## src/wel_defines.svh

```systemverilog
`ifndef WEL_DEFINES_SVH
`define WEL_DEFINES_SVH

// ----------------------------------------------------------------------------
// register offsets
// ----------------------------------------------------------------------------
`define WEL_OFS_RESET_CAUSE 16'h28b0
`define WEL_OFS_WAKE_SOURCE 16'h28b1
`define WEL_OFS_TIMER_ARM 16'h28b2
`define WEL_OFS_PIN_ENABLE 16'h28b3
`define WEL_OFS_OPTICAL_CTRL 16'h2457
`define WEL_OFS_TIMER_PERIOD 16'h28b8

// ----------------------------------------------------------------------------
// field positions
// ----------------------------------------------------------------------------
`define WEL_BIT_COLD_START 7
`define WEL_BIT_RESET_PIN 6
`define WEL_BIT_SW_RESET 5
`define WEL_BIT_WATCHDOG 4
`define WEL_BIT_EMU_RESET 3
`define WEL_BIT_LOW_BATTERY 2
`define WEL_BIT_TIMER_FLAG 5
`define WEL_BIT_SERIAL 4
`define WEL_BIT_BUTTON 3
`define WEL_BIT_PIN_FOUR 2
`define WEL_BIT_PIN_FIFTY_TWO 1
`define WEL_BIT_PIN_FIFTY_FIVE 0
`define WEL_BIT_SLEEP_REQ 7
`define WEL_BIT_DISPLAY_REQ 6
`define WEL_BIT_TIMER_ARM 5
`define WEL_BIT_OPT_DISABLE 2

// ----------------------------------------------------------------------------
// reset values
// ----------------------------------------------------------------------------
`define WEL_ENABLE_RST 5'h00
`define WEL_ARM_RST 1'b0
`define WEL_OPT_DISABLE_RST 1'b0
`define WEL_TIMER_PERIOD_RST 8'h10

// ----------------------------------------------------------------------------
// timing
// ----------------------------------------------------------------------------
`define WEL_CLK_PERIOD_NS 4
`define WEL_SHORT_FILTER_NS 2000
`define WEL_SHORT_FILTER_CYCLES \
  ((`WEL_SHORT_FILTER_NS + `WEL_CLK_PERIOD_NS - 1) / `WEL_CLK_PERIOD_NS)
`define WEL_SAMPLE_PERIOD_NS 2000000
`define WEL_SAMPLE_CYCLES (`WEL_SAMPLE_PERIOD_NS / `WEL_CLK_PERIOD_NS)
`define WEL_QUAL_TIME_MS 64
`define WEL_SAMPLE_TIME_MS 2
`define WEL_QUAL_SAMPLES (`WEL_QUAL_TIME_MS / `WEL_SAMPLE_TIME_MS)

`endif

```

## src/wel_pkg.sv

```systemverilog
package wel_pkg;

  typedef enum logic [1:0] {
    WEL_MISSION_FULL_POWER_MODE = 2'b00,
    WEL_BROWNOUT_BATTERY_MODE = 2'b01,
    WEL_SLEEP_BATTERY_MODE = 2'b10,
    WEL_DISPLAY_RETENTION_MODE = 2'b11
  } wel_mode_t;

  typedef struct packed {
    logic timer;
    logic serial;
    logic button;
    logic pin_four;
    logic pin_fifty_two;
    logic pin_fifty_five;
  } wel_wake_src_t;

endpackage

```

## src/wel_wake_event_logic.sv

```systemverilog
// Local design decision: the plain strobed port.
`timescale 1ns/100ps
`include "wel_defines.svh"

// ----------------------------------------------------------------------------
// short filter: two-stage synchroniser, then a level must stand 2 us
// ----------------------------------------------------------------------------
module wel_short_filter #(
  parameter int unsigned CYCLES = `WEL_SHORT_FILTER_CYCLES
) (
  input wire logic i_clk,
  input wire logic i_resetn,
  input wire logic i_pin,
  output logic o_level
);
  logic sync1_reg;
  logic sync2_reg;
  logic [9:0] stable_cnt_reg;

  always_ff @(posedge i_clk or negedge i_resetn) begin
    if (!i_resetn) begin
      sync1_reg <= 1'b0;
      sync2_reg <= 1'b0;
    end else begin
      sync1_reg <= i_pin;
      sync2_reg <= sync1_reg;
    end
  end

  always_ff @(posedge i_clk or negedge i_resetn) begin
    if (!i_resetn) begin
      stable_cnt_reg <= 10'h000;
      o_level <= 1'b0;
    end else if (sync2_reg == o_level) begin
      stable_cnt_reg <= 10'h000;
    end else if (stable_cnt_reg == 10'(CYCLES - 1)) begin
      stable_cnt_reg <= 10'h000;
      o_level <= sync2_reg;
    end else begin
      stable_cnt_reg <= stable_cnt_reg + 10'h001;
    end
  end
endmodule // wel_short_filter

// ----------------------------------------------------------------------------
// long filter: sampled every 2 ms, high accepted after 64 ms of high samples
// ----------------------------------------------------------------------------
module wel_level_qual (
  input wire logic i_clk,
  input wire logic i_resetn,
  input wire logic i_pin,
  input wire logic i_sample,
  output logic o_high
);
  logic sync1_reg;
  logic sync2_reg;
  logic [5:0] high_cnt_reg;

  always_ff @(posedge i_clk or negedge i_resetn) begin
    if (!i_resetn) begin
      sync1_reg <= 1'b0;
      sync2_reg <= 1'b0;
    end else begin
      sync1_reg <= i_pin;
      sync2_reg <= sync1_reg;
    end
  end

  always_ff @(posedge i_clk or negedge i_resetn) begin
    if (!i_resetn) begin
      high_cnt_reg <= 6'h00;
      o_high <= 1'b0;
    end else if (i_sample) begin
      if (!sync2_reg) begin
        high_cnt_reg <= 6'h00;
        o_high <= 1'b0;
      end else if (high_cnt_reg == 6'(`WEL_QUAL_SAMPLES - 1)) begin
        o_high <= 1'b1;
      end else begin
        high_cnt_reg <= high_cnt_reg + 6'h01;
      end
    end
  end
endmodule // wel_level_qual

// ----------------------------------------------------------------------------
// top
// ----------------------------------------------------------------------------
// How it works
// - power return always forces mission mode
// - armed timer expiry wakes, sets timer flag
// - serial pin either edge wakes, 2 us filter
// - pin four rising edge wakes, 2 us filter
// - button or pin 52 high level wakes
// - optical disable set: pin 55 high wakes
// - optical disable clear: optical pin edge wakes
// - sample every 2 ms, accept 64 ms high
// - after first accepted transition, ignore later ones, except the button
// - processor held in reset while asleep
// - wake event raises wake within three slow cycles
// - flag records which source caused the wake
// - button flag sets on every press
// - reset cause flags always recorded, emulator reset only when emulation enabled
// - power return sets no wake flag
// - pin flag held clear when not configured
// - flags clear when wake falls, wake flags also when their source is disabled, cause flags on a new cause
module wel_wake_event_logic #(
  parameter int unsigned SAMPLE_CYCLES = `WEL_SAMPLE_CYCLES
) (
  input wire logic I_CLK_SYS,
  input wire logic I_RESETN,
  input wire logic [15:0] I_ADDR,
  input wire logic [7:0] I_WDATA,
  input wire logic I_WR,
  input wire logic I_RD,
  input wire logic I_BUTTON_WAKE_INPUT,
  input wire logic I_SERIAL_RX,
  input wire logic I_MULTIPURPOSE_PIN_FOUR,
  input wire logic I_MULTIPURPOSE_PIN_FIFTY_TWO,
  input wire logic I_MULTIPURPOSE_PIN_FIFTY_FIVE,
  input wire logic I_OPTICAL_RECEIVE_PIN,
  input wire logic [2:0] I_PIN_DIGITAL_INPUT_CFG,
  input wire logic I_SYSTEM_POWER_OK,
  input wire logic I_RESET_PIN,
  input wire logic I_EMU_RESET_PIN,
  input wire logic I_EMU_ENABLE,
  input wire logic I_BATTERY_LOW,
  input wire logic I_SW_RESET,
  input wire logic I_WATCHDOG_OVERFLOW,
  input wire logic I_COLD_START,
  output logic [7:0] O_RDATA,
  output logic O_WAKE,
  output logic O_CPU_RESET_N,
  output wel_pkg::wel_mode_t O_MODE
);

  // --------------------------------------------------------------------------
  // synchronisers and filters
  // --------------------------------------------------------------------------
  logic [2:0] lvl_sync1_reg;
  logic [2:0] lvl_sync2_reg;
  logic power_ok_s;
  logic emu_enable_s;
  logic battery_low_s;
  logic [19:0] sample_cnt_reg;
  logic sample_tick_reg;
  logic serial_f;
  logic pin_four_f;
  logic optical_f;
  logic reset_pin_f;
  logic emu_reset_f;
  logic button_q;
  logic pin_fifty_two_q;
  logic pin_fifty_five_q;

  always_ff @(posedge I_CLK_SYS or negedge I_RESETN) begin
    if (!I_RESETN) begin
      lvl_sync1_reg <= 3'h0;
      lvl_sync2_reg <= 3'h0;
    end else begin
      lvl_sync1_reg <= {I_SYSTEM_POWER_OK, I_EMU_ENABLE, I_BATTERY_LOW};
      lvl_sync2_reg <= lvl_sync1_reg;
    end
  end

  assign power_ok_s = lvl_sync2_reg[2];
  assign emu_enable_s = lvl_sync2_reg[1];
  assign battery_low_s = lvl_sync2_reg[0];

  // one shared 2 ms sample tick for all long filters and the wake timer
  always_ff @(posedge I_CLK_SYS or negedge I_RESETN) begin
    if (!I_RESETN) begin
      sample_cnt_reg <= 20'h00000;
      sample_tick_reg <= 1'b0;
    end else if (sample_cnt_reg == 20'(SAMPLE_CYCLES - 1)) begin
      sample_cnt_reg <= 20'h00000;
      sample_tick_reg <= 1'b1;
    end else begin
      sample_cnt_reg <= sample_cnt_reg + 20'h00001;
      sample_tick_reg <= 1'b0;
    end
  end

  wel_short_filter u_serial_filt (.i_clk(I_CLK_SYS), .i_resetn(I_RESETN),
    .i_pin(I_SERIAL_RX), .o_level(serial_f));
  wel_short_filter u_pin_four_filt (.i_clk(I_CLK_SYS), .i_resetn(I_RESETN),
    .i_pin(I_MULTIPURPOSE_PIN_FOUR), .o_level(pin_four_f));
  wel_short_filter u_optical_filt (.i_clk(I_CLK_SYS), .i_resetn(I_RESETN),
    .i_pin(I_OPTICAL_RECEIVE_PIN), .o_level(optical_f));
  wel_short_filter u_reset_pin_filt (.i_clk(I_CLK_SYS), .i_resetn(I_RESETN),
    .i_pin(I_RESET_PIN), .o_level(reset_pin_f));
  wel_short_filter u_emu_reset_filt (.i_clk(I_CLK_SYS), .i_resetn(I_RESETN),
    .i_pin(I_EMU_RESET_PIN), .o_level(emu_reset_f));
  wel_level_qual u_button_qual (.i_clk(I_CLK_SYS), .i_resetn(I_RESETN),
    .i_pin(I_BUTTON_WAKE_INPUT), .i_sample(sample_tick_reg), .o_high(button_q));
  wel_level_qual u_fifty_two_qual (.i_clk(I_CLK_SYS), .i_resetn(I_RESETN),
    .i_pin(I_MULTIPURPOSE_PIN_FIFTY_TWO), .i_sample(sample_tick_reg),
    .o_high(pin_fifty_two_q));
  wel_level_qual u_fifty_five_qual (.i_clk(I_CLK_SYS), .i_resetn(I_RESETN),
    .i_pin(I_MULTIPURPOSE_PIN_FIFTY_FIVE), .i_sample(sample_tick_reg),
    .o_high(pin_fifty_five_q));

  // --------------------------------------------------------------------------
  // software registers
  // --------------------------------------------------------------------------
  logic [4:0] pin_enable_reg;
  logic timer_arm_reg;
  logic optical_disable_reg;
  logic [7:0] timer_period_reg;
  logic sleep_req_reg;
  logic display_req_reg;

  always_ff @(posedge I_CLK_SYS or negedge I_RESETN) begin
    if (!I_RESETN) begin
      pin_enable_reg <= `WEL_ENABLE_RST;
      timer_arm_reg <= `WEL_ARM_RST;
      optical_disable_reg <= `WEL_OPT_DISABLE_RST;
      timer_period_reg <= `WEL_TIMER_PERIOD_RST;
    end else if (I_WR) begin
      case (I_ADDR)
        `WEL_OFS_PIN_ENABLE: pin_enable_reg <= I_WDATA[4:0];
        `WEL_OFS_TIMER_ARM: timer_arm_reg <= I_WDATA[`WEL_BIT_TIMER_ARM];
        `WEL_OFS_OPTICAL_CTRL: optical_disable_reg <= I_WDATA[`WEL_BIT_OPT_DISABLE];
        `WEL_OFS_TIMER_PERIOD: timer_period_reg <= I_WDATA;
        default: ;
      endcase
    end
  end

  // sleep and display requests are one-cycle strobes, never stored
  always_ff @(posedge I_CLK_SYS or negedge I_RESETN) begin
    if (!I_RESETN) begin
      sleep_req_reg <= 1'b0;
      display_req_reg <= 1'b0;
    end else begin
      sleep_req_reg <= I_WR && (I_ADDR == `WEL_OFS_TIMER_ARM) && I_WDATA[`WEL_BIT_SLEEP_REQ];
      display_req_reg <= I_WR && (I_ADDR == `WEL_OFS_TIMER_ARM)
        && I_WDATA[`WEL_BIT_DISPLAY_REQ];
    end
  end

  // --------------------------------------------------------------------------
  // wake sources
  // --------------------------------------------------------------------------
  wel_pkg::wel_mode_t mode_reg;
  logic asleep;
  logic serial_prev_reg;
  logic pin_four_prev_reg;
  logic optical_prev_reg;
  logic [7:0] timer_cnt_reg;
  logic timer_expired;
  logic pin_four_ok;
  logic fifty_two_ok;
  logic fifty_five_ok;
  wel_pkg::wel_wake_src_t event_src;
  wel_pkg::wel_wake_src_t allowed_src;
  logic wake_event;

  assign asleep = (mode_reg == wel_pkg::WEL_SLEEP_BATTERY_MODE)
    || (mode_reg == wel_pkg::WEL_DISPLAY_RETENTION_MODE);

  always_ff @(posedge I_CLK_SYS or negedge I_RESETN) begin
    if (!I_RESETN) begin
      serial_prev_reg <= 1'b0;
      pin_four_prev_reg <= 1'b0;
      optical_prev_reg <= 1'b0;
    end else begin
      serial_prev_reg <= serial_f;
      pin_four_prev_reg <= pin_four_f;
      optical_prev_reg <= optical_f;
    end
  end

  // the timer runs only while armed and asleep, counted in 2 ms ticks
  always_ff @(posedge I_CLK_SYS or negedge I_RESETN) begin
    if (!I_RESETN) begin
      timer_cnt_reg <= 8'h00;
    end else if (!(timer_arm_reg && asleep)) begin
      timer_cnt_reg <= 8'h00;
    end else if (sample_tick_reg && (timer_cnt_reg != timer_period_reg)) begin
      timer_cnt_reg <= timer_cnt_reg + 8'h01;
    end
  end

  assign timer_expired = timer_arm_reg && asleep && (timer_cnt_reg == timer_period_reg);

  // pins not set up as digital inputs can never produce a wake
  assign pin_four_ok = pin_enable_reg[`WEL_BIT_PIN_FOUR] && I_PIN_DIGITAL_INPUT_CFG[0];
  assign fifty_two_ok = pin_enable_reg[`WEL_BIT_PIN_FIFTY_TWO]
    && I_PIN_DIGITAL_INPUT_CFG[1];
  assign fifty_five_ok = pin_enable_reg[`WEL_BIT_PIN_FIFTY_FIVE]
    && I_PIN_DIGITAL_INPUT_CFG[2];

  always_comb begin
    allowed_src.timer = timer_arm_reg;
    allowed_src.serial = pin_enable_reg[`WEL_BIT_SERIAL];
    allowed_src.button = pin_enable_reg[`WEL_BIT_BUTTON];
    allowed_src.pin_four = pin_four_ok;
    allowed_src.pin_fifty_two = fifty_two_ok;
    allowed_src.pin_fifty_five = fifty_five_ok;
    event_src.timer = timer_expired;
    event_src.serial = allowed_src.serial && (serial_f != serial_prev_reg);
    event_src.button = allowed_src.button && button_q;
    event_src.pin_four = pin_four_ok && pin_four_f && !pin_four_prev_reg;
    event_src.pin_fifty_two = fifty_two_ok && pin_fifty_two_q;
    if (optical_disable_reg) begin
      event_src.pin_fifty_five = fifty_five_ok && pin_fifty_five_q;
    end else begin
      event_src.pin_fifty_five = fifty_five_ok && (optical_f != optical_prev_reg);
    end
  end

  assign wake_event = asleep && (|event_src);

  // --------------------------------------------------------------------------
  // battery mode sequencing
  // --------------------------------------------------------------------------
  always_ff @(posedge I_CLK_SYS or negedge I_RESETN) begin
    if (!I_RESETN) begin
      mode_reg <= wel_pkg::WEL_MISSION_FULL_POWER_MODE;
    end else if (power_ok_s) begin
      mode_reg <= wel_pkg::WEL_MISSION_FULL_POWER_MODE;
    end else begin
      case (mode_reg)
        wel_pkg::WEL_MISSION_FULL_POWER_MODE: begin
          mode_reg <= wel_pkg::WEL_BROWNOUT_BATTERY_MODE;
        end
        wel_pkg::WEL_BROWNOUT_BATTERY_MODE: begin
          if (sleep_req_reg) begin
            mode_reg <= wel_pkg::WEL_SLEEP_BATTERY_MODE;
          end else if (display_req_reg) begin
            mode_reg <= wel_pkg::WEL_DISPLAY_RETENTION_MODE;
          end
        end
        wel_pkg::WEL_SLEEP_BATTERY_MODE, wel_pkg::WEL_DISPLAY_RETENTION_MODE: begin
          if (wake_event) begin
            mode_reg <= wel_pkg::WEL_BROWNOUT_BATTERY_MODE;
          end
        end
        default: mode_reg <= wel_pkg::WEL_MISSION_FULL_POWER_MODE;
      endcase
    end
  end

  assign O_MODE = mode_reg;

  // wake follows the mode one edge later, so it rises two cycles after the event
  always_ff @(posedge I_CLK_SYS or negedge I_RESETN) begin
    if (!I_RESETN) begin
      O_WAKE <= 1'b1;
      O_CPU_RESET_N <= 1'b0;
    end else begin
      O_WAKE <= !asleep;
      O_CPU_RESET_N <= !asleep && !reset_pin_f
        && !(emu_reset_f && emu_enable_s);
    end
  end

  // --------------------------------------------------------------------------
  // wake and reset-cause flags
  // --------------------------------------------------------------------------
  logic wake_fall;
  wel_pkg::wel_wake_src_t wake_flags_reg;
  wel_pkg::wel_wake_src_t wake_set;
  logic reset_pin_prev_reg;
  logic emu_reset_prev_reg;
  logic battery_low_prev_reg;
  logic [4:0] cause_set;
  logic [4:0] cause_flags_reg;
  logic low_battery_flag_reg;
  logic low_battery_set;

  assign wake_fall = O_WAKE && asleep;

  // only the source that ends a sleep is recorded; once awake, further edges
  // are ignored, except the button, which is recorded on every press
  always_comb begin
    wake_set = asleep ? event_src : '0;
    wake_set.button = event_src.button;
  end

  always_ff @(posedge I_CLK_SYS or negedge I_RESETN) begin
    if (!I_RESETN) begin
      wake_flags_reg <= '0;
    end else begin
      // set wins over the clear of wake falling; power return sets nothing
      wake_flags_reg <= ((wake_flags_reg & ~{6{wake_fall}}) | wake_set)
        & allowed_src;
    end
  end

  always_ff @(posedge I_CLK_SYS or negedge I_RESETN) begin
    if (!I_RESETN) begin
      reset_pin_prev_reg <= 1'b0;
      emu_reset_prev_reg <= 1'b0;
      battery_low_prev_reg <= 1'b0;
    end else begin
      reset_pin_prev_reg <= reset_pin_f;
      emu_reset_prev_reg <= emu_reset_f;
      battery_low_prev_reg <= battery_low_s;
    end
  end

  // order: cold start, reset pin, reset bit, watchdog, emulator reset
  assign cause_set = {I_COLD_START, reset_pin_f && !reset_pin_prev_reg, I_SW_RESET,
    I_WATCHDOG_OVERFLOW, emu_reset_f && !emu_reset_prev_reg && emu_enable_s};
  assign low_battery_set = battery_low_s && !battery_low_prev_reg;

  // a new restart cause replaces the older ones; low battery stands apart
  always_ff @(posedge I_CLK_SYS or negedge I_RESETN) begin
    if (!I_RESETN) begin
      cause_flags_reg <= 5'h00;
      low_battery_flag_reg <= 1'b0;
    end else begin
      if (|cause_set) begin
        cause_flags_reg <= cause_set;
      end else if (wake_fall) begin
        cause_flags_reg <= 5'h00;
      end
      if (low_battery_set) begin
        low_battery_flag_reg <= 1'b1;
      end else if (wake_fall) begin
        low_battery_flag_reg <= 1'b0;
      end
    end
  end

  // --------------------------------------------------------------------------
  // read port
  // --------------------------------------------------------------------------
  always_ff @(posedge I_CLK_SYS or negedge I_RESETN) begin
    if (!I_RESETN) begin
      O_RDATA <= 8'h00;
    end else if (I_RD) begin
      case (I_ADDR)
        `WEL_OFS_RESET_CAUSE: O_RDATA <= {cause_flags_reg, low_battery_flag_reg, 2'h0};
        `WEL_OFS_WAKE_SOURCE: O_RDATA <= {2'h0, wake_flags_reg};
        `WEL_OFS_TIMER_ARM: O_RDATA <= {2'h0, timer_arm_reg, 3'h0, mode_reg};
        `WEL_OFS_PIN_ENABLE: O_RDATA <= {3'h0, pin_enable_reg};
        `WEL_OFS_OPTICAL_CTRL: O_RDATA <= {5'h00, optical_disable_reg, 2'h0};
        `WEL_OFS_TIMER_PERIOD: O_RDATA <= timer_period_reg;
        default: O_RDATA <= 8'h00;
      endcase
    end else begin
      O_RDATA <= 8'h00;
    end
  end

endmodule // wel_wake_event_logic

```

## config.mk

```make
export PLATFORM = sky130hd
export DESIGN_NAME = wel_wake_event_logic
export DESIGN_NICKNAME = d
export VERILOG_FILES = /design/src/wel_pkg.sv /design/src/wel_wake_event_logic.sv
export VERILOG_INCLUDE_DIRS = /design/src
export SDC_FILE = /design/constraint.sdc
export NUM_CORES = 1
export LEC_CHECK = 0
export BUFFER_PORTS_ARGS = -buffer_cell sky130_fd_sc_hd__buf_2
export CAP_MARGIN = 20
export CORE_MARGIN = 2
export CORE_UTILIZATION = 55
export DETAILED_ROUTE_END_ITERATION = 8
export PLACE_DENSITY = 0.76
export SYNTH_ARGS = -nofsm -noshare
export SYNTH_HDL_FRONTEND = slang
export SYNTH_HIERARCHICAL = 1
export SYNTH_SLANG_ARGS = --single-unit
```

## constraint.sdc

```tcl
create_clock -name I_CLK_SYS -period 1.6 [get_ports I_CLK_SYS]
set_input_delay 0.16 -clock I_CLK_SYS [delete_from_list [all_inputs] [get_ports I_CLK_SYS]]
set_output_delay 0.16 -clock I_CLK_SYS [all_outputs]
set_load 0.1 [all_outputs]
```

==> qor.txt, run 1 <==
final number of max-transition violations -> 0
Syn Nets -> 763
Buf/Inv on CP -> 1
Warnings, synthesis -> 6
max FFs per register -> 20
average wire per standard cell -> 17.14 um
minimum clock period after layout -> 1682 ps
critical-path cell list -> ha_2, nand4_1, or4_4, nor3_4, buf_6, nor2b_1
FMAX -> 0.5946 GHz
routability congestion estimate -> 0.8371
# IOs -> 57
I/O Buffers -> 56
Placement Rows -> 44
worst-path fanout max -> 5
Comb power frac -> 0.049
Post-synth EDFFs -> 0
CP required -> 1920 ps
CP max stage cell -> or4_4
Post-DRT Antenna Nets -> 0
Core Region -> 14590 um2
gr usage total -> 0.2342
# diodes -> 0
RSZ-0062 raised after global routing -> yes
clock buffer depth -> 2
Sw Ratio -> 0.2265
P_leak -> 4.584 nW
Crit Path Class -> reg -> reg
Starting Density -> 0.5666
TritonCTS clock tree -> yes
Synth top area share -> 0.5207
first-pass GRT wire length -> 30260 um
largest cells by area after synthesis -> dfrtp_1 (52%), xor2_1 (3.0%), xnor2_1 (2.6%), nor2_1 (2.4%), nand2_1 (2.0%)
headroom to the max-slew limit -> 0.6761
P&R area growth vs syn -> 23.44%
htree depth -> 4
Horiz. Die Dim -> 126.6 um
ranking of synthesized cells by instance count -> dfrtp_1 (172), nor2_1 (53), nand2_1 (45), o21ai_0 (33), a21oi_1 (32)
mean post-synth cell area -> 11.68 um2
final hold viol count -> 0
Setup Skew -> 6.739 ps
clk_lat worst skew -> 420 ps
detailed-route via count -> 6173
wire length after detailed routing -> 17960 um
GRT overflow -> 0
Post-synth ARST share -> 1.000
vias in the first global route -> 6315
mapped cell area -> 8267 um2
Die H -> 126.6 um
first-pass iteration count of the detailed router -> 5
Psw -> 2.029 mW
MaxCap Viol Count -> 0
delay of the slowest critical-path stage -> 460 ps
# clock sinks -> 174
library cells used by synthesis -> 67
DP Cell Count -> 991
Seq/Total Area, Yosys -> 0.5270
root buf cell -> clkbuf_16
clk slew on worst S/H paths -> 70 ps
initial antenna violation count -> 0
Startpoint Class -> flip-flop
pwr dens -> 877.6 nW/um2
failing checks -> negative setup slack
fin cells -> 1048
Hold Crit Class -> in -> reg
Main synth FF type -> dfrtp_1
Placed Area -> 9195 um2
DRC Markers -> 0
clock buffer count from CTS -> 17
Final Worst Setup Slack -> -81.73 ps
final worst-path cycle share -> 1.051
Via density -> 5.890
Setup crit end kind -> flip-flop
count leader, synth -> dfrtp_1
Seq pwr share -> 0.506
crit-path leading delay family -> simple AND/OR/NAND/NOR gates
area leader, netlist -> dfrtp_1
synthesized instance count -> 708
finished layout cell area -> 10200 um2
Setup Viol. Count Final -> 13
Tightest Pin Transition -> 489.2 ps
Pint -> 6.927 mW
register bit total from synthesis -> 174
maximum VDD drop -> 0.0007715 V
status -> complete, but fails checks
Nets -> 906
iteration-0 DRC count of the detailed router -> 485
Die ar. -> 16030 um2
largest net degree at the start of global routing -> 43
share of layout cells above drive strength 1 -> 0.3194
Clock Power Share -> 0.445
dpl hpwl -> 12220 um
WP data arrival -> 2000 ps
[worst paths after layout]
check	from	endpoint	slack (ps)	cells after the start
min	I_WDATA[2]	timer_period_reg[2]$_DFFE_PN0P_	20	2
max in group asynchronous	I_RESETN	timer_period_reg[4]$_DFFE_PN1P_	690	3
max	sample_cnt_reg[1]$_DFF_PN0_	sample_cnt_reg[1]$_DFF_PN0_	-80	6
min reg2reg	u_serial_filt/sync1_reg$_DFF_PN0_	u_serial_filt/sync2_reg$_DFF_PN0_	350	0
max reg2reg	sample_cnt_reg[1]$_DFF_PN0_	sample_cnt_reg[1]$_DFF_PN0_	-80	6
min in group asynchronous	I_RESETN	u_pin_four_filt/stable_cnt_reg[6]$_DFF_PN0_	210	2
[cell families after synthesis]
group / share of synthesized area
AND/OR/NAND/NOR: 0.2216
adder cells (fa/ha/maj): 0.01514
buffers and inverters: 0.02195
flip-flops: 0.5270
multiplexers: 0.04193
AO/OA/AOI/OAI: 0.1162
XOR/XNOR: 0.05615
[cells in the final DEF (no fill, tap or decap), types with 6 or more instances in the layout]
cell | synthesis | final
mux2_2 | 13 | 13
buf_2 | 7 | 54
xor2_1 | 28 | 26
nand3_1 | 29 | 29
o221ai_1 | 6 | 6
nand2b_1 | 6 | 6
or3_1 | 10 | 10
a31oi_1 | 9 | 9
nand2_1 | 45 | 44
a21oi_1 | 32 | 30
or3_2 | 10 | 10
dfrtp_1 | 172 | 170
buf_6 | 3 | 7
nor2b_1 | 12 | 12
nor2_1 | 53 | 46
clkbuf_16 | 0 | 17
ha_1 | 10 | 9
xnor2_1 | 25 | 24
clkinvlp_4 | 0 | 7
a21oi_2 | 5 | 6
and3_1 | 8 | 7
and2_4 | 6 | 6
dlygate4sd3_1 | 0 | 22
buf_4 | 5 | 57
nand4_4 | 6 | 6
or4_4 | 5 | 6
nand3b_1 | 7 | 7
mux2_4 | 8 | 8
mux2i_1 | 8 | 8
a22oi_1 | 7 | 7
o21ai_0 | 33 | 30
and2_1 | 11 | 11
inv_1 | 16 | 16
nand4_1 | 19 | 19
[stage by stage]
stage	hold slack [ps]	power, mW	TNS, ps	util	setup WS, ps
after floorplan	-135.6	4.760	-127.7	-	-74.50
after global placement	97.43	4.985	-2081	0.6303	-99.21
after detailed placement	103.6	5.008	-3297	0.6303	-126.0
after CTS	1.701	9.022	-40.18	0.6899	-15.84
after global routing	10.76	9.262	-2629	0.6995	-203.7
final	19.17	8.956	-696.9	0.6995	-81.73
[power groups by stage]
| stage | Clock [mW] | Combinational [mW] | Sequential, mW |
|---|---|---|---|
| 3_3_place_gp | 0 | 0.380 | 4.60 |
| 3_5_place_dp | 0 | 0.396 | 4.61 |
| 2_1_floorplan | 0 | 0.157 | 4.60 |
| 5_1_grt | 4.24 | 0.487 | 4.54 |
| 6_report | 3.99 | 0.436 | 4.53 |
| 4_1_cts | 4.05 | 0.442 | 4.53 |
[worst register-to-register path, stage by stage (launching register included)]
cell and delay, ps:
dfrtp_1 370, ha_2 180, nand4_1 120, or4_4 460
nor3_4 220, buf_6 180, nor2b_1 50
[cell type report]
cell class | instances | area, um2
multi-input cells | 499 | 3919
clock inverters | 12 | 110.1
flip-flops and latches | 174 | 4362
fillers | 988 | 4384
well taps | 184 | 230.2
inverters | 16 | 60.06
repair buffers | 143 | 1057
clock buffers | 20 | 466.7
[what timing repair did]
| action | 4_1_cts | 5_1_grt |
|---|---|---|
| pin swaps | 4 | 9 |
| endpoints found under the setup margin | 18 | 26 |
| gates cloned | 0 | 0 |
| gates resized for setup | 15 | 28 |
| hold endpoints to repair | 67 | 0 |
| buffers inserted | 1 | 2 |
| hold buffers | 22 | 0 |
[per-layer routing]
metal | routed length, um | global-route usage | vias to the layer above
met5 | 0 | 0 | -
met4 | 522 | 0.1008 | 0
met3 | 733 | 0.04260 | 43
met2 | 9238 | 0.4008 | 172
met1 | 7466 | 0.2929 | 3093
li1 | - | - | 2865
(Power assumes the default switching activity.)
==> run 2: changes to the inputs <==
--- a/config.mk
+++ b/config.mk
@@ -11,7 +11,7 @@
 export CORE_MARGIN = 2
 export CORE_UTILIZATION = 55
 export DETAILED_ROUTE_END_ITERATION = 8
-export PLACE_DENSITY = 0.76
+export PLACE_DENSITY_LB_ADDON = 0.08
 export SYNTH_ARGS = -nofsm -noshare
 export SYNTH_HDL_FRONTEND = slang
 export SYNTH_HIERARCHICAL = 1
==> run 2 against run 1 <==
The flow still finishes with violations (negative setup slack); sequential share of layout area is 0.058 points higher; first-iteration DRC count decreased by 42%; sequential power is essentially flat; fmax increased by 2.6%; routed wire length down 5.5%; combinational power up 2%; highest routed layer unchanged.
==> qor.txt, run 2 (synthesis results as in run 1) <==
status -> complete, but fails checks
failing checks -> negative setup slack
first-pass GRT wire length -> 28820 um
Via density -> 5.708
routability congestion estimate -> 0.8391
Crit Path Class -> reg -> reg
P&R area growth vs syn -> 23.28%
fin cells -> 1052
WP data arrival -> 1960 ps
htree depth -> 4
detailed-route via count -> 6005
register area -> 4362 um2
dpl hpwl -> 11880 um
Post-DRT Antenna Nets -> 0
initial antenna violation count -> 0
setup TNS -> -343.2 ps
commonest cells after routing, fill and taps aside -> dfrtp_1 (170), buf_4 (63), buf_2 (53)
Final Worst Setup Slack -> -39.56 ps
FMAX -> 0.6099 GHz
Die H -> 126.6 um
CP max stage cell -> or4_4
final number of max-transition violations -> 0
Nets -> 910
GRT overflow -> 0
TritonCTS clock tree -> yes
CP required -> 1920 ps
P_leak -> 4.612 nW
Hold Crit Class -> in -> reg
max FFs per register -> 20
Placement Rows -> 44
Placed Area -> 9208 um2
Setup crit end kind -> flip-flop
Die ar. -> 16030 um2
gr usage total -> 0.2240
minimum clock period after layout -> 1640 ps
I/O Buffers -> 56
Setup Viol. Count Final -> 14
critical-path cell list -> ha_2, nand4_1, or4_4, nor3_4, nand2b_1, mux2i_1
largest net degree at the start of global routing -> 49
pwr dens -> 882.7 nW/um2
Setup Skew -> 9.547 ps
RSZ-0062 raised after global routing -> yes
clock buffer depth -> 2
Core Region -> 14590 um2
Buf/Inv on CP -> 0
maximum VDD drop -> 0.0007828 V
# diodes -> 0
final worst-path cycle share -> 1.025
Starting Density -> 0.5666
Horiz. Die Dim -> 126.6 um
Startpoint Class -> flip-flop
DRC Markers -> 0
# clock sinks -> 174
iteration-0 DRC count of the detailed router -> 279
share of layout cells above drive strength 1 -> 0.3145
fill count -> 1058
average wire per standard cell -> 16.13 um
DP Cell Count -> 991
Tightest Pin Transition -> 486.4 ps
delay of the slowest critical-path stage -> 440 ps
commonest non-fill, non-tap cell in the layout -> dfrtp_1
root buf cell -> clkbuf_16
clk_lat worst skew -> 430 ps
clock buffer count from CTS -> 17
crit-path leading delay family -> simple AND/OR/NAND/NOR gates
final hold viol count -> 0
wire length after detailed routing -> 16970 um
MaxCap Viol Count -> 0
headroom to the max-slew limit -> 0.6780
first-pass iteration count of the detailed router -> 5
finished layout cell area -> 10190 um2
worst-path fanout max -> 5
# IOs -> 57
clk slew on worst S/H paths -> 60 ps
Multi-input gate area -> 3869 um2
vias in the first global route -> 6096
[run 2: changes by cell type in the layout (fill, tap and decap cells not counted), sizes merged]
| cell | delta |
|---|---|
| clkinvlp | -3 |
| buf | +2 |
| clkbuf | +2 |
| dlygate4sd3 | +2 |
| bufinv | +1 |
| clkinv | +1 |
| inv | -1 |
[run 2: layout make-up]
cell class | count | area share
Clock inverter | 10 | 0.01117
Multi-Input combinational cell | 499 | 0.3796
Inverter | 16 | 0.005893
Sequential cell | 174 | 0.4280
Tap cell | 184 | 0.02259
Clock buffer | 22 | 0.04555
Timing Repair Buffer | 147 | 0.1072
[run 2: layer usage]
metal,share of wire,track usage,vias to the layer above
met2,0.50,0.3643,99
li1,-,-,2871
met5,0,0,-
met4,0.018,0.07757,0
met3,0.034,0.05778,25
met1,0.45,0.2940,3010
[run 2: per-stage QoR]
step | hold slack [ps] | total power [mW] | util | setup WS (ps)
3_5_place_dp | 93.65 | 5.017 | 0.6311 | -151.2
4_1_cts | 0.1091 | 9.114 | 0.6906 | -44.46
6_report | 25.48 | 8.996 | 0.6985 | -39.56
5_1_grt | 18.05 | 9.364 | 0.6985 | -134.6
3_3_place_gp | 88.09 | 5.000 | 0.6311 | -123.8
2_1_floorplan | -135.6 | 4.760 | - | -74.50
[run 2: timing repair]
action | 4_1_cts | 5_1_grt
endpoints found under the hold margin | 100 | 1
pin swaps | 10 | 9
buffers inserted | 3 | 2
setup endpoints to repair | 16 | 25
gates resized for setup | 10 | 22
hold buffers | 23 | 1
[run 2: path summary, 6_finish.rpt]
check	slack, ps	cells past startpoint	endpoint	from
worst max-delay path	-40	6	sample_cnt_reg[17]$_DFF_PN0_	sample_cnt_reg[0]$_DFF_PN0_
worst min-delay path	30	2	wake_flags_reg[0]$_DFF_PN0_	I_PIN_DIGITAL_INPUT_CFG[2]
worst max register to register	-40	6	sample_cnt_reg[17]$_DFF_PN0_	sample_cnt_reg[0]$_DFF_PN0_
worst min register to register	350	0	u_button_qual/sync2_reg$_DFF_PN0_	u_button_qual/sync1_reg$_DFF_PN0_
max in group asynchronous	800	3	timer_period_reg[4]$_DFFE_PN1P_	I_RESETN
min in group asynchronous	210	2	timer_cnt_reg[3]$_DFFE_PN0P_	I_RESETN
[run 2: worst reg2reg max path, stage by stage, from the launching register on]
cell,delay [ps]
dfrtp_1,360
ha_2,180
nand4_1,120
or4_4,440
nor3_4,220
nand2b_1,150
mux2i_1,70
[run 2: where the power goes]
group	internal, mW	switching [mW]
clock	2.38	1.65
combinational	0.203	0.243
sequential	4.47	0.0618
